File: src/common/cpl_pkg.sv
package cpl_pkg;
    // avalon register word addresses (byte address = word index * 4)
    localparam logic [3:0] ADDR_CTRL = 4'h0;
    localparam logic [3:0] ADDR_STAT = 4'h1;
    localparam logic [3:0] ADDR_IRQ_STAT = 4'h2;
    localparam logic [3:0] ADDR_IRQ_MASK = 4'h3;
    // ctrl fields
    localparam int CTRL_ENABLE = 0;
    localparam int CTRL_AUTOSW_EN = 1;
    localparam logic [31:0] CTRL_RESET = 32'h0000_0003;
    // stat fields
    localparam int ST_LOAD = 0;
    localparam int ST_HILIM = 1;
    localparam int ST_DISCH = 2;
    localparam int ST_CC = 3;
    localparam int ST_THERM = 4;
    localparam int ST_SW_ON = 5;
    localparam int ST_MODE_LSB = 8;
    // irq fields
    localparam int IRQ_LOAD_SET = 0;
    localparam int IRQ_LOAD_CLR = 1;
    localparam int IRQ_AUTOSW = 2;
    localparam int IRQ_THERM = 3;
    localparam int IRQ_BITS = 4;
    // mode codes {pin_a,pin_b,pin_c,limit_select}
    localparam logic [3:0] MODE_SDP_ND = 4'he;
    localparam logic [3:0] MODE_CDP = 4'hf;
    localparam logic [3:0] MODE_SDP1_LO = 4'hc;
    localparam logic [3:0] MODE_SDP1_HI = 4'hd;
    // timing
    localparam longint CLK_HZ = 40000000;
    localparam longint TB_US = 1000;
    localparam longint TB_CYC = CLK_HZ * TB_US / 1000000;
    localparam longint ASSERT_MS = 200;
    localparam longint RELEASE_MS = 3000;
    localparam longint DISCH_MS = 100;
    localparam int ASSERT_TICKS = int'(ASSERT_MS * 1000 / TB_US);
    localparam int RELEASE_TICKS = int'(RELEASE_MS * 1000 / TB_US);
    localparam int DISCH_TICKS = int'(DISCH_MS * 1000 / TB_US);
    localparam int BELOW_MARGIN_MA = 10;
    typedef enum logic [2:0] {
        PS_OFF, PS_CDP, PS_DISCH, PS_SDP_AUTO, PS_SDP, PS_DCP, PS_THERM
    } cpl_port_e;
endpackage : cpl_pkg

File: src/core/cpl_sync.sv
`timescale 1ns/1ps
`default_nettype none
module cpl_sync #(
    parameter int W = 1
) (
    input wire logic i_clock, // clock
    input wire logic i_srst, // reset
    input wire logic [W-1:0] i_async, // pin level
    output logic [W-1:0] o_sync // synchronised level
);
    logic [W-1:0] meta_reg;
    always_ff @(posedge i_clock) begin
        if (i_srst) begin
            meta_reg <= '0;
            o_sync <= '0;
        end else begin
            meta_reg <= i_async;
            o_sync <= meta_reg;
        end
    end
endmodule : cpl_sync
`default_nettype wire

File: src/core/cpl_qual_timer.sv
`timescale 1ns/1ps
`default_nettype none
module cpl_qual_timer #(
    parameter int TICKS = 200
) (
    input wire logic i_clock, // clock
    input wire logic i_srst, // reset
    input wire logic i_ce, // clock enable
    input wire logic i_tick, // timebase tick
    input wire logic i_cond, // qualifying condition
    output logic o_done // condition held TICKS ticks
);
    logic [31:0] cnt_reg;
    always_ff @(posedge i_clock) begin
        if (i_srst) begin
            cnt_reg <= '0;
            o_done <= 1'b0;
        end else if (i_ce) begin
            if (!i_cond) begin
                cnt_reg <= '0;
                o_done <= 1'b0;
            end else if (i_tick && !o_done) begin
                if (cnt_reg == 32'(TICKS - 1)) o_done <= 1'b1;
                cnt_reg <= cnt_reg + 32'h1;
            end
        end
    end
endmodule : cpl_qual_timer
`default_nettype wire

File: src/core/cpl_load_ctrl.sv
`timescale 1ns/1ps
`default_nettype none
module cpl_load_ctrl
    import cpl_pkg::*;
#(
    parameter int ASSERT_T = cpl_pkg::ASSERT_TICKS,
    parameter int RELEASE_T = cpl_pkg::RELEASE_TICKS,
    parameter int DISCH_T = cpl_pkg::DISCH_TICKS,
    parameter int TB_DIV = int'(cpl_pkg::TB_CYC)
) (
    input wire logic i_clock, // 40 MHz clock
    input wire logic i_srst, // sync reset
    input wire logic i_ce, // clock enable
    input wire logic i_mode_control_pin_a, // control pin a
    input wire logic i_mode_control_pin_b, // control pin b
    input wire logic i_mode_control_pin_c, // control pin c
    input wire logic i_limit_select_input, // limit select pin
    input wire logic i_above_low, // comparator: load above low threshold
    input wire logic i_below_low_margin, // comparator: 10 mA below threshold
    input wire logic i_primary_det, // bc1.2 primary detection done
    input wire logic i_dcp_no_data, // phone took cdp as dcp, no data
    input wire logic i_sdp_connected, // phone connected as sdp
    input wire logic i_out_short, // output shorted
    input wire logic i_over_temp, // thermal shutdown sense
    input wire logic i_cooled, // cooled by hysteresis
    input wire logic [3:0] i_avm_address, // word address
    input wire logic i_avm_read, // read strobe
    input wire logic i_avm_write, // write strobe
    input wire logic [31:0] i_avm_writedata, // write data
    input wire logic [3:0] i_avm_byteenable, // byte enables
    output logic [31:0] o_avm_readdata, // read data
    output logic o_avm_waitrequest, // wait request
    output logic o_load_present_n, // load present, open drain low
    output logic o_load_present_oe, // drive enable of load present
    output logic o_use_high_limit, // select high current limit setting
    output logic o_switch_on, // power switch enable
    output logic o_const_current, // constant-current mode
    output logic o_discharge, // output discharge active
    output logic o_dp_dm_connect, // data lines connected
    output logic o_irq // interrupt level
);
    import cpl_pkg::*;

    ////////////////////////////////////////////////////////////////
    logic [3:0] pins_s;
    logic [6:0] ev_s;
    cpl_sync #(.W(4)) u_sync_pins (
        .i_clock(i_clock),
        .i_srst(i_srst),
        .i_async({i_mode_control_pin_a, i_mode_control_pin_b,
                  i_mode_control_pin_c, i_limit_select_input}),
        .o_sync(pins_s)
    );
    cpl_sync #(.W(7)) u_sync_ev (
        .i_clock(i_clock),
        .i_srst(i_srst),
        .i_async({i_above_low, i_below_low_margin, i_primary_det, i_dcp_no_data,
                  i_sdp_connected, i_out_short, i_over_temp}),
        .o_sync(ev_s)
    );
    logic above_s, below_s, prim_s, dcpnd_s, sdpc_s, short_s, hot_s;
    assign {above_s, below_s, prim_s, dcpnd_s, sdpc_s, short_s, hot_s} = ev_s;
    logic cooled_m_reg, cooled_s;
    always_ff @(posedge i_clock) begin
        if (i_srst) begin
            cooled_m_reg <= 1'b0;
            cooled_s <= 1'b0;
        end else begin
            cooled_m_reg <= i_cooled;
            cooled_s <= cooled_m_reg;
        end
    end

    ////////////////////////////////////////////////////////////////
    // timebase
    logic [31:0] tb_reg;
    logic tick;
    assign tick = (tb_reg == 32'(TB_DIV - 1));
    always_ff @(posedge i_clock) begin
        if (i_srst) tb_reg <= '0;
        else if (i_ce) tb_reg <= tick ? '0 : tb_reg + 32'h1;
    end

    ////////////////////////////////////////////////////////////////
    // registers
    logic [31:0] ctrl_reg;
    logic [IRQ_BITS-1:0] irq_stat_reg, irq_mask_reg, irq_ev;
    logic [31:0] stat_word;
    logic wr_ctrl, wr_istat, wr_imask;

    function automatic logic [31:0] be_merge(input logic [31:0] old, input logic [31:0] nw,
                                             input logic [3:0] be);
        logic [31:0] r;
        r = old;
        for (int i = 0; i < 4; i++) if (be[i]) r[i*8 +: 8] = nw[i*8 +: 8];
        return r;
    endfunction : be_merge

    assign o_avm_waitrequest = 1'b0;
    assign wr_ctrl = i_avm_write && i_avm_address == ADDR_CTRL;
    assign wr_istat = i_avm_write && i_avm_address == ADDR_IRQ_STAT;
    assign wr_imask = i_avm_write && i_avm_address == ADDR_IRQ_MASK;

    always_ff @(posedge i_clock) begin
        if (i_srst) ctrl_reg <= CTRL_RESET;
        else if (i_ce && wr_ctrl) ctrl_reg <= be_merge(ctrl_reg, i_avm_writedata,
                                                        i_avm_byteenable);
    end
    always_ff @(posedge i_clock) begin
        if (i_srst) irq_mask_reg <= '0;
        else if (i_ce && wr_imask) irq_mask_reg <= be_merge(32'(irq_mask_reg),
                i_avm_writedata, i_avm_byteenable)[IRQ_BITS-1:0];
    end
    // set wins over write-one clear
    always_ff @(posedge i_clock) begin
        if (i_srst) irq_stat_reg <= '0;
        else if (i_ce) irq_stat_reg <= (irq_stat_reg & ~((wr_istat && i_avm_byteenable[0])
                ? i_avm_writedata[IRQ_BITS-1:0] : '0)) | irq_ev;
    end
    assign o_irq = |(irq_stat_reg & irq_mask_reg);

    always_ff @(posedge i_clock) begin
        if (i_srst) o_avm_readdata <= '0;
        else if (i_ce && i_avm_read) begin
            case (i_avm_address)
                ADDR_CTRL: o_avm_readdata <= ctrl_reg;
                ADDR_STAT: o_avm_readdata <= stat_word;
                ADDR_IRQ_STAT: o_avm_readdata <= 32'(irq_stat_reg);
                ADDR_IRQ_MASK: o_avm_readdata <= 32'(irq_mask_reg);
                default: o_avm_readdata <= '0;
            endcase
        end
    end

    ////////////////////////////////////////////////////////////////
    // port mode machine
    cpl_port_e st_reg, st_next;
    logic [3:0] mode_prev_reg;
    logic [31:0] dcnt_reg;
    logic enable, mode_111;
    assign enable = ctrl_reg[CTRL_ENABLE];
    assign mode_111 = pins_s[3:1] == 3'b111;

    function automatic cpl_port_e mode_state(input logic [3:0] m);
        case (m)
            MODE_CDP: return PS_CDP;
            MODE_SDP_ND, MODE_SDP1_LO, MODE_SDP1_HI: return PS_SDP;
            default: return PS_DCP;
        endcase
    endfunction : mode_state

    always_comb begin
        st_next = st_reg;
        case (st_reg)
            PS_OFF: if (enable) st_next = mode_state(pins_s);
            PS_THERM: if (cooled_s && !hot_s) st_next = mode_state(pins_s);
            PS_DISCH: if (dcnt_reg == 32'(DISCH_T)) st_next = PS_SDP_AUTO;
            PS_SDP_AUTO: begin
                if (sdpc_s) st_next = PS_CDP;
                else if (pins_s != MODE_CDP) st_next = mode_state(pins_s);
            end
            PS_CDP: begin
                if (dcpnd_s && ctrl_reg[CTRL_AUTOSW_EN]) st_next = PS_DISCH;
                else if (pins_s != MODE_CDP) st_next = mode_state(pins_s);
            end
            PS_SDP, PS_DCP: st_next = mode_state(pins_s);
            default: st_next = PS_OFF;
        endcase
        if (!enable) st_next = PS_OFF;
        else if (hot_s) st_next = PS_THERM;
    end

    always_ff @(posedge i_clock) begin
        if (i_srst) st_reg <= PS_OFF;
        else if (i_ce) st_reg <= st_next;
    end
    always_ff @(posedge i_clock) begin
        if (i_srst) mode_prev_reg <= '0;
        else if (i_ce) mode_prev_reg <= pins_s;
    end
    always_ff @(posedge i_clock) begin
        if (i_srst) dcnt_reg <= '0;
        else if (i_ce) begin
            if (st_reg != PS_DISCH) dcnt_reg <= '0;
            else if (tick) dcnt_reg <= dcnt_reg + 32'h1;
        end
    end

    ////////////////////////////////////////////////////////////////
    // load detection
    logic charging, as_done, rel_done, load_reg;
    assign charging = st_reg == PS_CDP || st_reg == PS_DCP;
    cpl_qual_timer #(.TICKS(ASSERT_T)) u_assert_t (
        .i_clock(i_clock),
        .i_srst(i_srst),
        .i_ce(i_ce),
        .i_tick(tick),
        .i_cond(charging && above_s),
        .o_done(as_done)
    );
    cpl_qual_timer #(.TICKS(RELEASE_T)) u_release_t (
        .i_clock(i_clock),
        .i_srst(i_srst),
        .i_ce(i_ce),
        .i_tick(tick),
        .i_cond(charging && below_s),
        .o_done(rel_done)
    );
    always_ff @(posedge i_clock) begin
        if (i_srst) load_reg <= 1'b0;
        else if (i_ce) begin
            if (!charging) load_reg <= 1'b0;
            else if (as_done || (st_reg == PS_CDP && prim_s)) load_reg <= 1'b1;
            else if (rel_done) load_reg <= 1'b0;
        end
    end
    // load indication is status only, never gates the limit
    assign o_load_present_n = 1'b0;
    assign o_load_present_oe = load_reg;

    ////////////////////////////////////////////////////////////////
    // power path
    logic sw_on;
    assign sw_on = st_reg != PS_OFF && st_reg != PS_THERM && st_reg != PS_DISCH;
    always_ff @(posedge i_clock) begin
        if (i_srst) begin
            o_switch_on <= 1'b0;
            o_const_current <= 1'b0;
            o_discharge <= 1'b0;
            o_use_high_limit <= 1'b1;
            o_dp_dm_connect <= 1'b0;
        end else if (i_ce) begin
            o_switch_on <= sw_on;
            o_const_current <= sw_on && short_s;
            o_discharge <= st_reg == PS_DISCH || st_reg == PS_OFF;
            o_use_high_limit <= (st_reg == PS_SDP) ? (pins_s == MODE_SDP1_HI) : 1'b1;
            o_dp_dm_connect <= st_reg == PS_CDP || st_reg == PS_SDP || st_reg == PS_SDP_AUTO;
        end
    end

    assign irq_ev = {st_reg != PS_THERM && st_next == PS_THERM,
                     st_reg == PS_CDP && st_next == PS_DISCH,
                     !charging && load_reg || charging && rel_done && load_reg && !as_done,
                     !load_reg && charging && (as_done || (st_reg == PS_CDP && prim_s))} & {4{i_ce}};

    assign stat_word = {16'h0, 4'h0, mode_prev_reg, 2'b00, o_switch_on,
                        st_reg == PS_THERM, o_const_current, o_discharge,
                        o_use_high_limit, load_reg} | (32'(mode_111) << 16);
endmodule : cpl_load_ctrl
`default_nettype wire

File: config.mk
export PLATFORM = sky130hd
export DESIGN_NAME = cpl_load_ctrl
export DESIGN_NICKNAME = d
export VERILOG_FILES = /design/src/common/cpl_pkg.sv /design/src/core/cpl_sync.sv /design/src/core/cpl_qual_timer.sv /design/src/core/cpl_load_ctrl.sv
export SDC_FILE = /design/constraint.sdc
export NUM_CORES = 1
export LEC_CHECK = 0
export BUFFER_PORTS_ARGS = -buffer_cell sky130_fd_sc_hd__buf_2
export CAP_MARGIN = 20
export CORE_MARGIN = 5
export CORE_UTILIZATION = 64
export CTS_CLUSTER_DIAMETER = 200
export DETAILED_ROUTE_END_ITERATION = 12
export PLACE_DENSITY = 0.87
export SLEW_MARGIN = 40
export SYNTH_ARGS = -nofsm -noshare
export SYNTH_HDL_FRONTEND = slang
export SYNTH_SLANG_ARGS = --single-unit
export TNS_END_PERCENT = 1
File: constraint.sdc
create_clock -name i_clock -period 4.1 [get_ports i_clock]
set_input_delay 0.41 -clock i_clock [delete_from_list [all_inputs] [get_ports i_clock]]
set_output_delay 0.41 -clock i_clock [all_outputs]
set_load 0.03 [all_outputs]
==> impl_metrics.yaml, run 1 <==
power_and_ir_drop:
  peakVddDrop_v: 0.000382
  total_leakage_power_nw: 4.16
  power_density_nw_per_um2: 407
cts:
  postCtsSetupBuffers: 0
  cts_sinks: 239
  clock-root-buffer: "clkbuf_16"
  cts.clk_slew.worst_paths_ns: 0.06
  clock_path_buffers: 3
  clk_latency_ns: 0.54
  htree_levels: 1
  cts_resized: 0
  cts_hold_buf: 0
  cts_tree: "yes"
  cts_buffers: 25
sta:
  rsz0062_at_grt: "no"
  finalHoldViolations: 0
  skew_ns: 0.0194
  setup_viol: 0
  post-route-period-util: 0.726
  setup_tns_ns: 0
  fin_crit_ns: 2.97
  worst_pin_slew_ns: 0.861
  slew_headroom: 0.418
  report.final.slew_viol_count: 0
  fmax_mhz: 336
synthesis:
  yosysTopAreaCell: "dfxtp_1"
  ys_ff_latch: 239
  synth_area_um2: 11100
  synth.top_cell.area_share: 0.430
  ys_seq_area_frac: 0.430
  yosys-top-cells-area: "dfxtp_1 (43%), a21oi_1 (6.4%), nand3_1 (4.8%), nand2_1 (4.7%), nor2_1 (3.4%)"
  ys_top_cells_by_count: "dfxtp_1 (239), a21oi_1 (143), nand2_1 (139), nand3_1 (106), nor2_1 (102)"
  synth-main-ff-cell: "dfxtp_1"
  synth_most_common_cell: "dfxtp_1"
  syn_area_per_cell_um2: 8.25
  synth_edf_count: 0
  synth_cell_types: 66
  async_reset_ff_frac: 0
  yosys_warnings: 0
  syn_inst: 1348
setup_path:
  crit_family: "simple AND/OR/NAND/NOR gates"
  critPathCaptureType: "register"
  cpPeakStageDelay_ns: 0.53
  worstSetupStartpoint: "tb_reg[0]"
  worst_path_max_delay_cell: "o31a_1"
  worst-path-buf-inv: 1
  r2r_cells: 7
  cp-start-kind: "register"
  worstPathArrival_ns: 3.41
  critical_path.cell_chain: "ha_1 -> nand3_2 -> or2_1 -> o31a_1 -> buf_4 -> or4_1 -> a21oi_1"
  timing.rr.start: "tb_reg[0]"
  worstSetupPathType: "register to register"
  crit_required_ns: 4.54
  r2r_end: "dcnt_reg[30]"
  cp_max_fo: 29
  r2r_slack_ns: 1.13
global_routing:
  globalRouteOverflowTotal: 0
  antenna_found_initial: 0
  grt_pass1_wl_mm: 46.6
  grt_max_degree: 72
  grt_util_all_layers: 0.270
  grt_pass1_vias: 9859
route:
  drtAntennaViolNets: 0
  drtPass1Iterations: 6
  drc: 0
  wl_per_cell_um: 17.0
  vias_per_cell: 6.45
  dr_total_vias: 10600
  drt_iter0_drc: 849
  wirelength_mm: 27.9
placement:
  gp_congestion: 0.860
  port_buffers: 95
  place_hpwl_mm: 18.0
  post-place-cells: 1594
min_path:
  hold_path.class: "input port to register"
  hold_start: "i_mode_control_pin_a"
  holdPathStages: 2
  worstHoldEndpoint: "u_sync_pins.meta_reg[3]"
final_layout:
  drive_gt1_frac: 0.129
  finalNonFillerCells: 1639
  area_growth_pct: 13.6
  fill_cells: 1280
  nets: 1458
  antenna_cells: 0
die:
  io_pins: 98
  fp.dieH_um: 142
  dieArea_um2: 20100
  start_util: 0.647
  core_area_um2: 17200
  fp-row-count: 48
  fp.dieW_um: 142
status:
  status: "finished, final reports clean"
flow_run:
  cap_violations: 0
## cells in the final DEF, fill, tap and decap left out, types with 13 or more instances in the layout
master / instances
a2111o_1: 16
a21oi_1: 143
a22oi_1: 16
and3_1: 16
and4_1: 13
buf_2: 94
buf_4: 16
clkbuf_16: 25
dfxtp_1: 239
inv_1: 26
mux2i_1: 17
nand2_1: 137
nand3_1: 106
nand4_1: 47
nor2_1: 102
nor2b_1: 32
nor3_1: 31
nor4_1: 42
o2111ai_1: 19
o21ai_0: 33
o31ai_1: 34
or3_1: 27
or4_1: 35
xnor2_1: 24
## stage by stage
stage | worst slack, ns | utilization | hold WS, ns | power [W] | instance area, um^2
after floorplan | 1.65 | - | 0.414 | 0.00254 | 11100
after global placement | 1.29 | 0.678 | 0.415 | 0.00261 | 11600
after detailed placement | 1.21 | 0.680 | 0.426 | 0.00262 | 11700
after CTS | 1.15 | 0.735 | 0.0742 | 0.00516 | 12600
after global routing | 0.960 | 0.735 | 0.0924 | 0.00529 | 12600
final | 1.13 | 0.735 | 0.0772 | 0.00514 | 12600
## worst reg2reg max path, stage by stage (launching register included)
cell     delay, ns
dfxtp_1       0.39
ha_1          0.22
nand3_2       0.28
or2_1         0.43
o31a_1        0.53
buf_4         0.31
or4_1         0.52
a21oi_1       0.20
## how the worst max path moves through the flow
stage,end,slack (ns),cells after the start
final,dcnt_reg[30],1.13,7
after global routing,dcnt_reg[30],0.96,7
after CTS,dcnt_reg[30],1.15,7
after detailed placement,u_assert_t.cnt_reg[6],1.21,6
after global placement,u_assert_t.cnt_reg[5],1.29,6
after floorplan,u_assert_t.cnt_reg[4],1.65,9
## report_power, final
part | total (W) | switching, W | leakage, nW | internal (W)
clock | 0.00257 | 0.000963 | 0.457 | 0.00161
combinational | 0.000204 | 0.000140 | 1.77 | 0.0000635
sequential | 0.00237 | 0.0000216 | 1.93 | 0.00234
## per-layer routing
layer  part of all wire  wire length [um]  vias up  track usage
met1               0.42             11700     5045        0.353
met4              0.035               972        0       0.0980
met2               0.48             13300      375        0.450
met3              0.069              1930       75       0.0489
met5                  0                 0        -            0
li1                   -                 -     5084            -
## cell families (layout without fill, tap and decap cells)
family / count (synthesis) / after routing / synth area share
and+or+nand+nor: 636 / 636 / 0.303
buffers and inverters: 116 / 181 / 0.0427
muxes: 22 / 22 / 0.0204
AOI/OAI and AO/OA: 297 / 297 / 0.172
adders and majority gates: 5 / 5 / 0.00563
xor gates and xnor gates: 32 / 32 / 0.0252
DFF: 239 / 239 / 0.430
other: 1 / 2 / 0.000337
## layout make-up
class,instances,area (um^2),share of cell area
Sequential cell,239,4780,0.379
Multi-Input combinational cell,994,5930,0.470
Tap cell,225,282,0.0223
Clock buffer,30,664,0.0526
Inverter,26,97.6,0.00773
Timing Repair Buffer,110,591,0.0468
Clock inverter,15,280,0.0222
(Power assumes the default switching activity.)
==> run 2, diff against run 1 <==
--- a/config.mk
+++ b/config.mk
@@ -8,10 +8,10 @@
 export BUFFER_PORTS_ARGS = -buffer_cell sky130_fd_sc_hd__buf_2
 export CAP_MARGIN = 20
 export CORE_MARGIN = 5
-export CORE_UTILIZATION = 64
+export CORE_UTILIZATION = 60
 export CTS_CLUSTER_DIAMETER = 200
 export DETAILED_ROUTE_END_ITERATION = 12
-export PLACE_DENSITY = 0.87
+export PLACE_DENSITY = 0.82
 export SLEW_MARGIN = 40
 export SYNTH_ARGS = -nofsm -noshare
 export SYNTH_HDL_FRONTEND = slang
==> constraint.sdc (replaced) <==
create_clock -name i_clock -period 2.9 [get_ports i_clock]
set_input_delay 0.29 -clock i_clock [delete_from_list [all_inputs] [get_ports i_clock]]
set_output_delay 0.29 -clock i_clock [all_outputs]
set_load 0.03 [all_outputs]
==> impl_metrics.yaml, run 2 (synthesized netlist as in run 1, its figures left out) <==
final_layout:
  fill_cells: 1379
  nets: 1501
  regArea_um2: 4780
  fin_util: 0.710
  area_growth_pct: 15.6
  mostFrequentLayoutCells: "dfxtp_1 (239), a21oi_1 (143), nand2_1 (139)"
  layout_commonest_cell: "dfxtp_1"
  drive_gt1_frac: 0.133
  multi_input_area_um2: 5900
setup_path:
  cp-start-kind: "register"
  worst-path-buf-inv: 0
  worstPathArrival_ns: 3.15
  cpPeakStageDelay_ns: 0.82
  cp_max_fo: 52
  critical_path.cell_chain: "nor4_2 -> nand4_2 -> or4_4 -> or4_1 -> a21oi_1"
  critPathCaptureType: "register"
  crit_required_ns: 3.36
  worstSetupPathType: "register to register"
  worst_path_max_delay_cell: "or4_4"
  crit_family: "simple AND/OR/NAND/NOR gates"
cts:
  cts_hold_buf: 24
  cts.clk_slew.worst_paths_ns: 0.06
  postCtsSetupBuffers: 0
  cts_buffers: 25
  cts_sinks: 239
  cts_resized: 0
  clock-root-buffer: "clkbuf_16"
  cts_tree: "yes"
  clock_path_buffers: 3
  clk_latency_ns: 0.54
  htree_levels: 1
flow_run:
  cap_violations: 0
route:
  drc: 0
  vias_per_cell: 6.31
  drtPass1Iterations: 8
  wirelength_mm: 28.3
  dr_total_vias: 10600
  wl_per_cell_um: 16.8
  drt_iter0_drc: 1011
  drtAntennaViolNets: 0
sta:
  finalHoldViolations: 0
  rsz0062_at_grt: "no"
  report.final.slew_viol_count: 0
  slew_headroom: 0.451
  skew_ns: 0.0166
  post-route-period-util: 0.927
  setup_viol: 0
  fmax_mhz: 372
  fin_crit_ns: 2.69
  hold_ws_ns: 0.00635
  setup_tns_ns: 0
  worst_pin_slew_ns: 0.824
die:
  fp.dieH_um: 146
  fp-row-count: 49
  core_area_um2: 18100
  fp.dieW_um: 146
  dieArea_um2: 21400
  start_util: 0.615
  io_pins: 98
global_routing:
  globalRouteOverflowTotal: 0
  grt_pass1_wl_mm: 47.1
  grt_busiest_layer: "met2"
  grt_util_all_layers: 0.253
  grt_use_met2: 0.420
  antenna_found_initial: 1
  groute.layer.met3.usage: 0.0487
  grt_pass1_vias: 9716
  grt_max_degree: 86
  grt_use_met1: 0.338
min_path:
  hold_path.class: "input port to register"
status:
  status: "finished, final reports clean"
power_and_ir_drop:
  peakVddDrop_v: 0.000499
  power.total_w: 0.00683
  total_leakage_power_nw: 4.29
  power_density_nw_per_um2: 532
placement:
  port_buffers: 95
  place_hpwl_mm: 18.3
  gp_congestion: 0.853
run 2: cell types whose count changed in the layout (fill, tap and decap cells not counted), moves of 2 or more:
| cell | before | now |
|---|---|---|
| nand2_1 | 137 | 139 |
| clkinvlp_4 | 2 | 0 |
| dlygate4sd3_1 | 0 | 24 |
| buf_4 | 16 | 34 |
| clkbuf_1 | 3 | 6 |
| bufinv_16 | 7 | 2 |
| clkinv_2 | 3 | 5 |
| nand2_2 | 2 | 0 |
run 2: routing by layer:
metal  part of all wire  vias up
li1                   -     5184
met1               0.43     5042
met2               0.47      344
met3              0.068       66
met4              0.026        0
met5                  0        -
run 2: where the power goes:
part           internal [W]  switching [W]  total [W]
registers           0.00331      0.0000204    0.00333
clock network       0.00185        0.00131    0.00316
logic              0.000120       0.000215   0.000335
run 2: final cells by class:
type / count / area share
Antenna cell: 1 / 0.000195
Clock buffer: 34 / 0.0537
Clock inverter: 9 / 0.00886
Inverter: 26 / 0.00760
Multi-Input combinational cell: 994 / 0.459
Sequential cell: 239 / 0.372
Tap cell: 229 / 0.0223
Timing Repair Buffer: 153 / 0.0761
run 2: stage by stage:
stage | setup WS, ns | cells | cell area [um^2]
after floorplan | 0.452 | 1349 | 11100
after global placement | 0.350 | 1617 | 11800
after detailed placement | 0.252 | 1617 | 11800
after CTS | 0.251 | 1684 | 12800
after global routing | 0.0373 | 1685 | 12800
final | 0.213 | 1685 | 12800
run 2: worst paths after layout:
path,start,to,slack [ns],cells past startpoint
hold reg to reg,u_sync_pins.meta_reg[3],u_sync_pins.o_sync[3],0.43,1
setup / recovery,tb_reg[9],u_assert_t.cnt_reg[8],0.21,5
hold / removal,i_avm_writedata[14],ctrl_reg[14],0.006,3
setup reg to reg,tb_reg[9],u_assert_t.cnt_reg[8],0.21,5
run 2: worst register-to-register path, delay by kind of cell (launching register included):
| family | cells | cell delay (ns) |
|---|---|---|
| AOI/OAI and AO/OA | 1 | 0.14 |
| DFF | 1 | 0.35 |
| and+or+nand+nor | 4 | 2.12 |
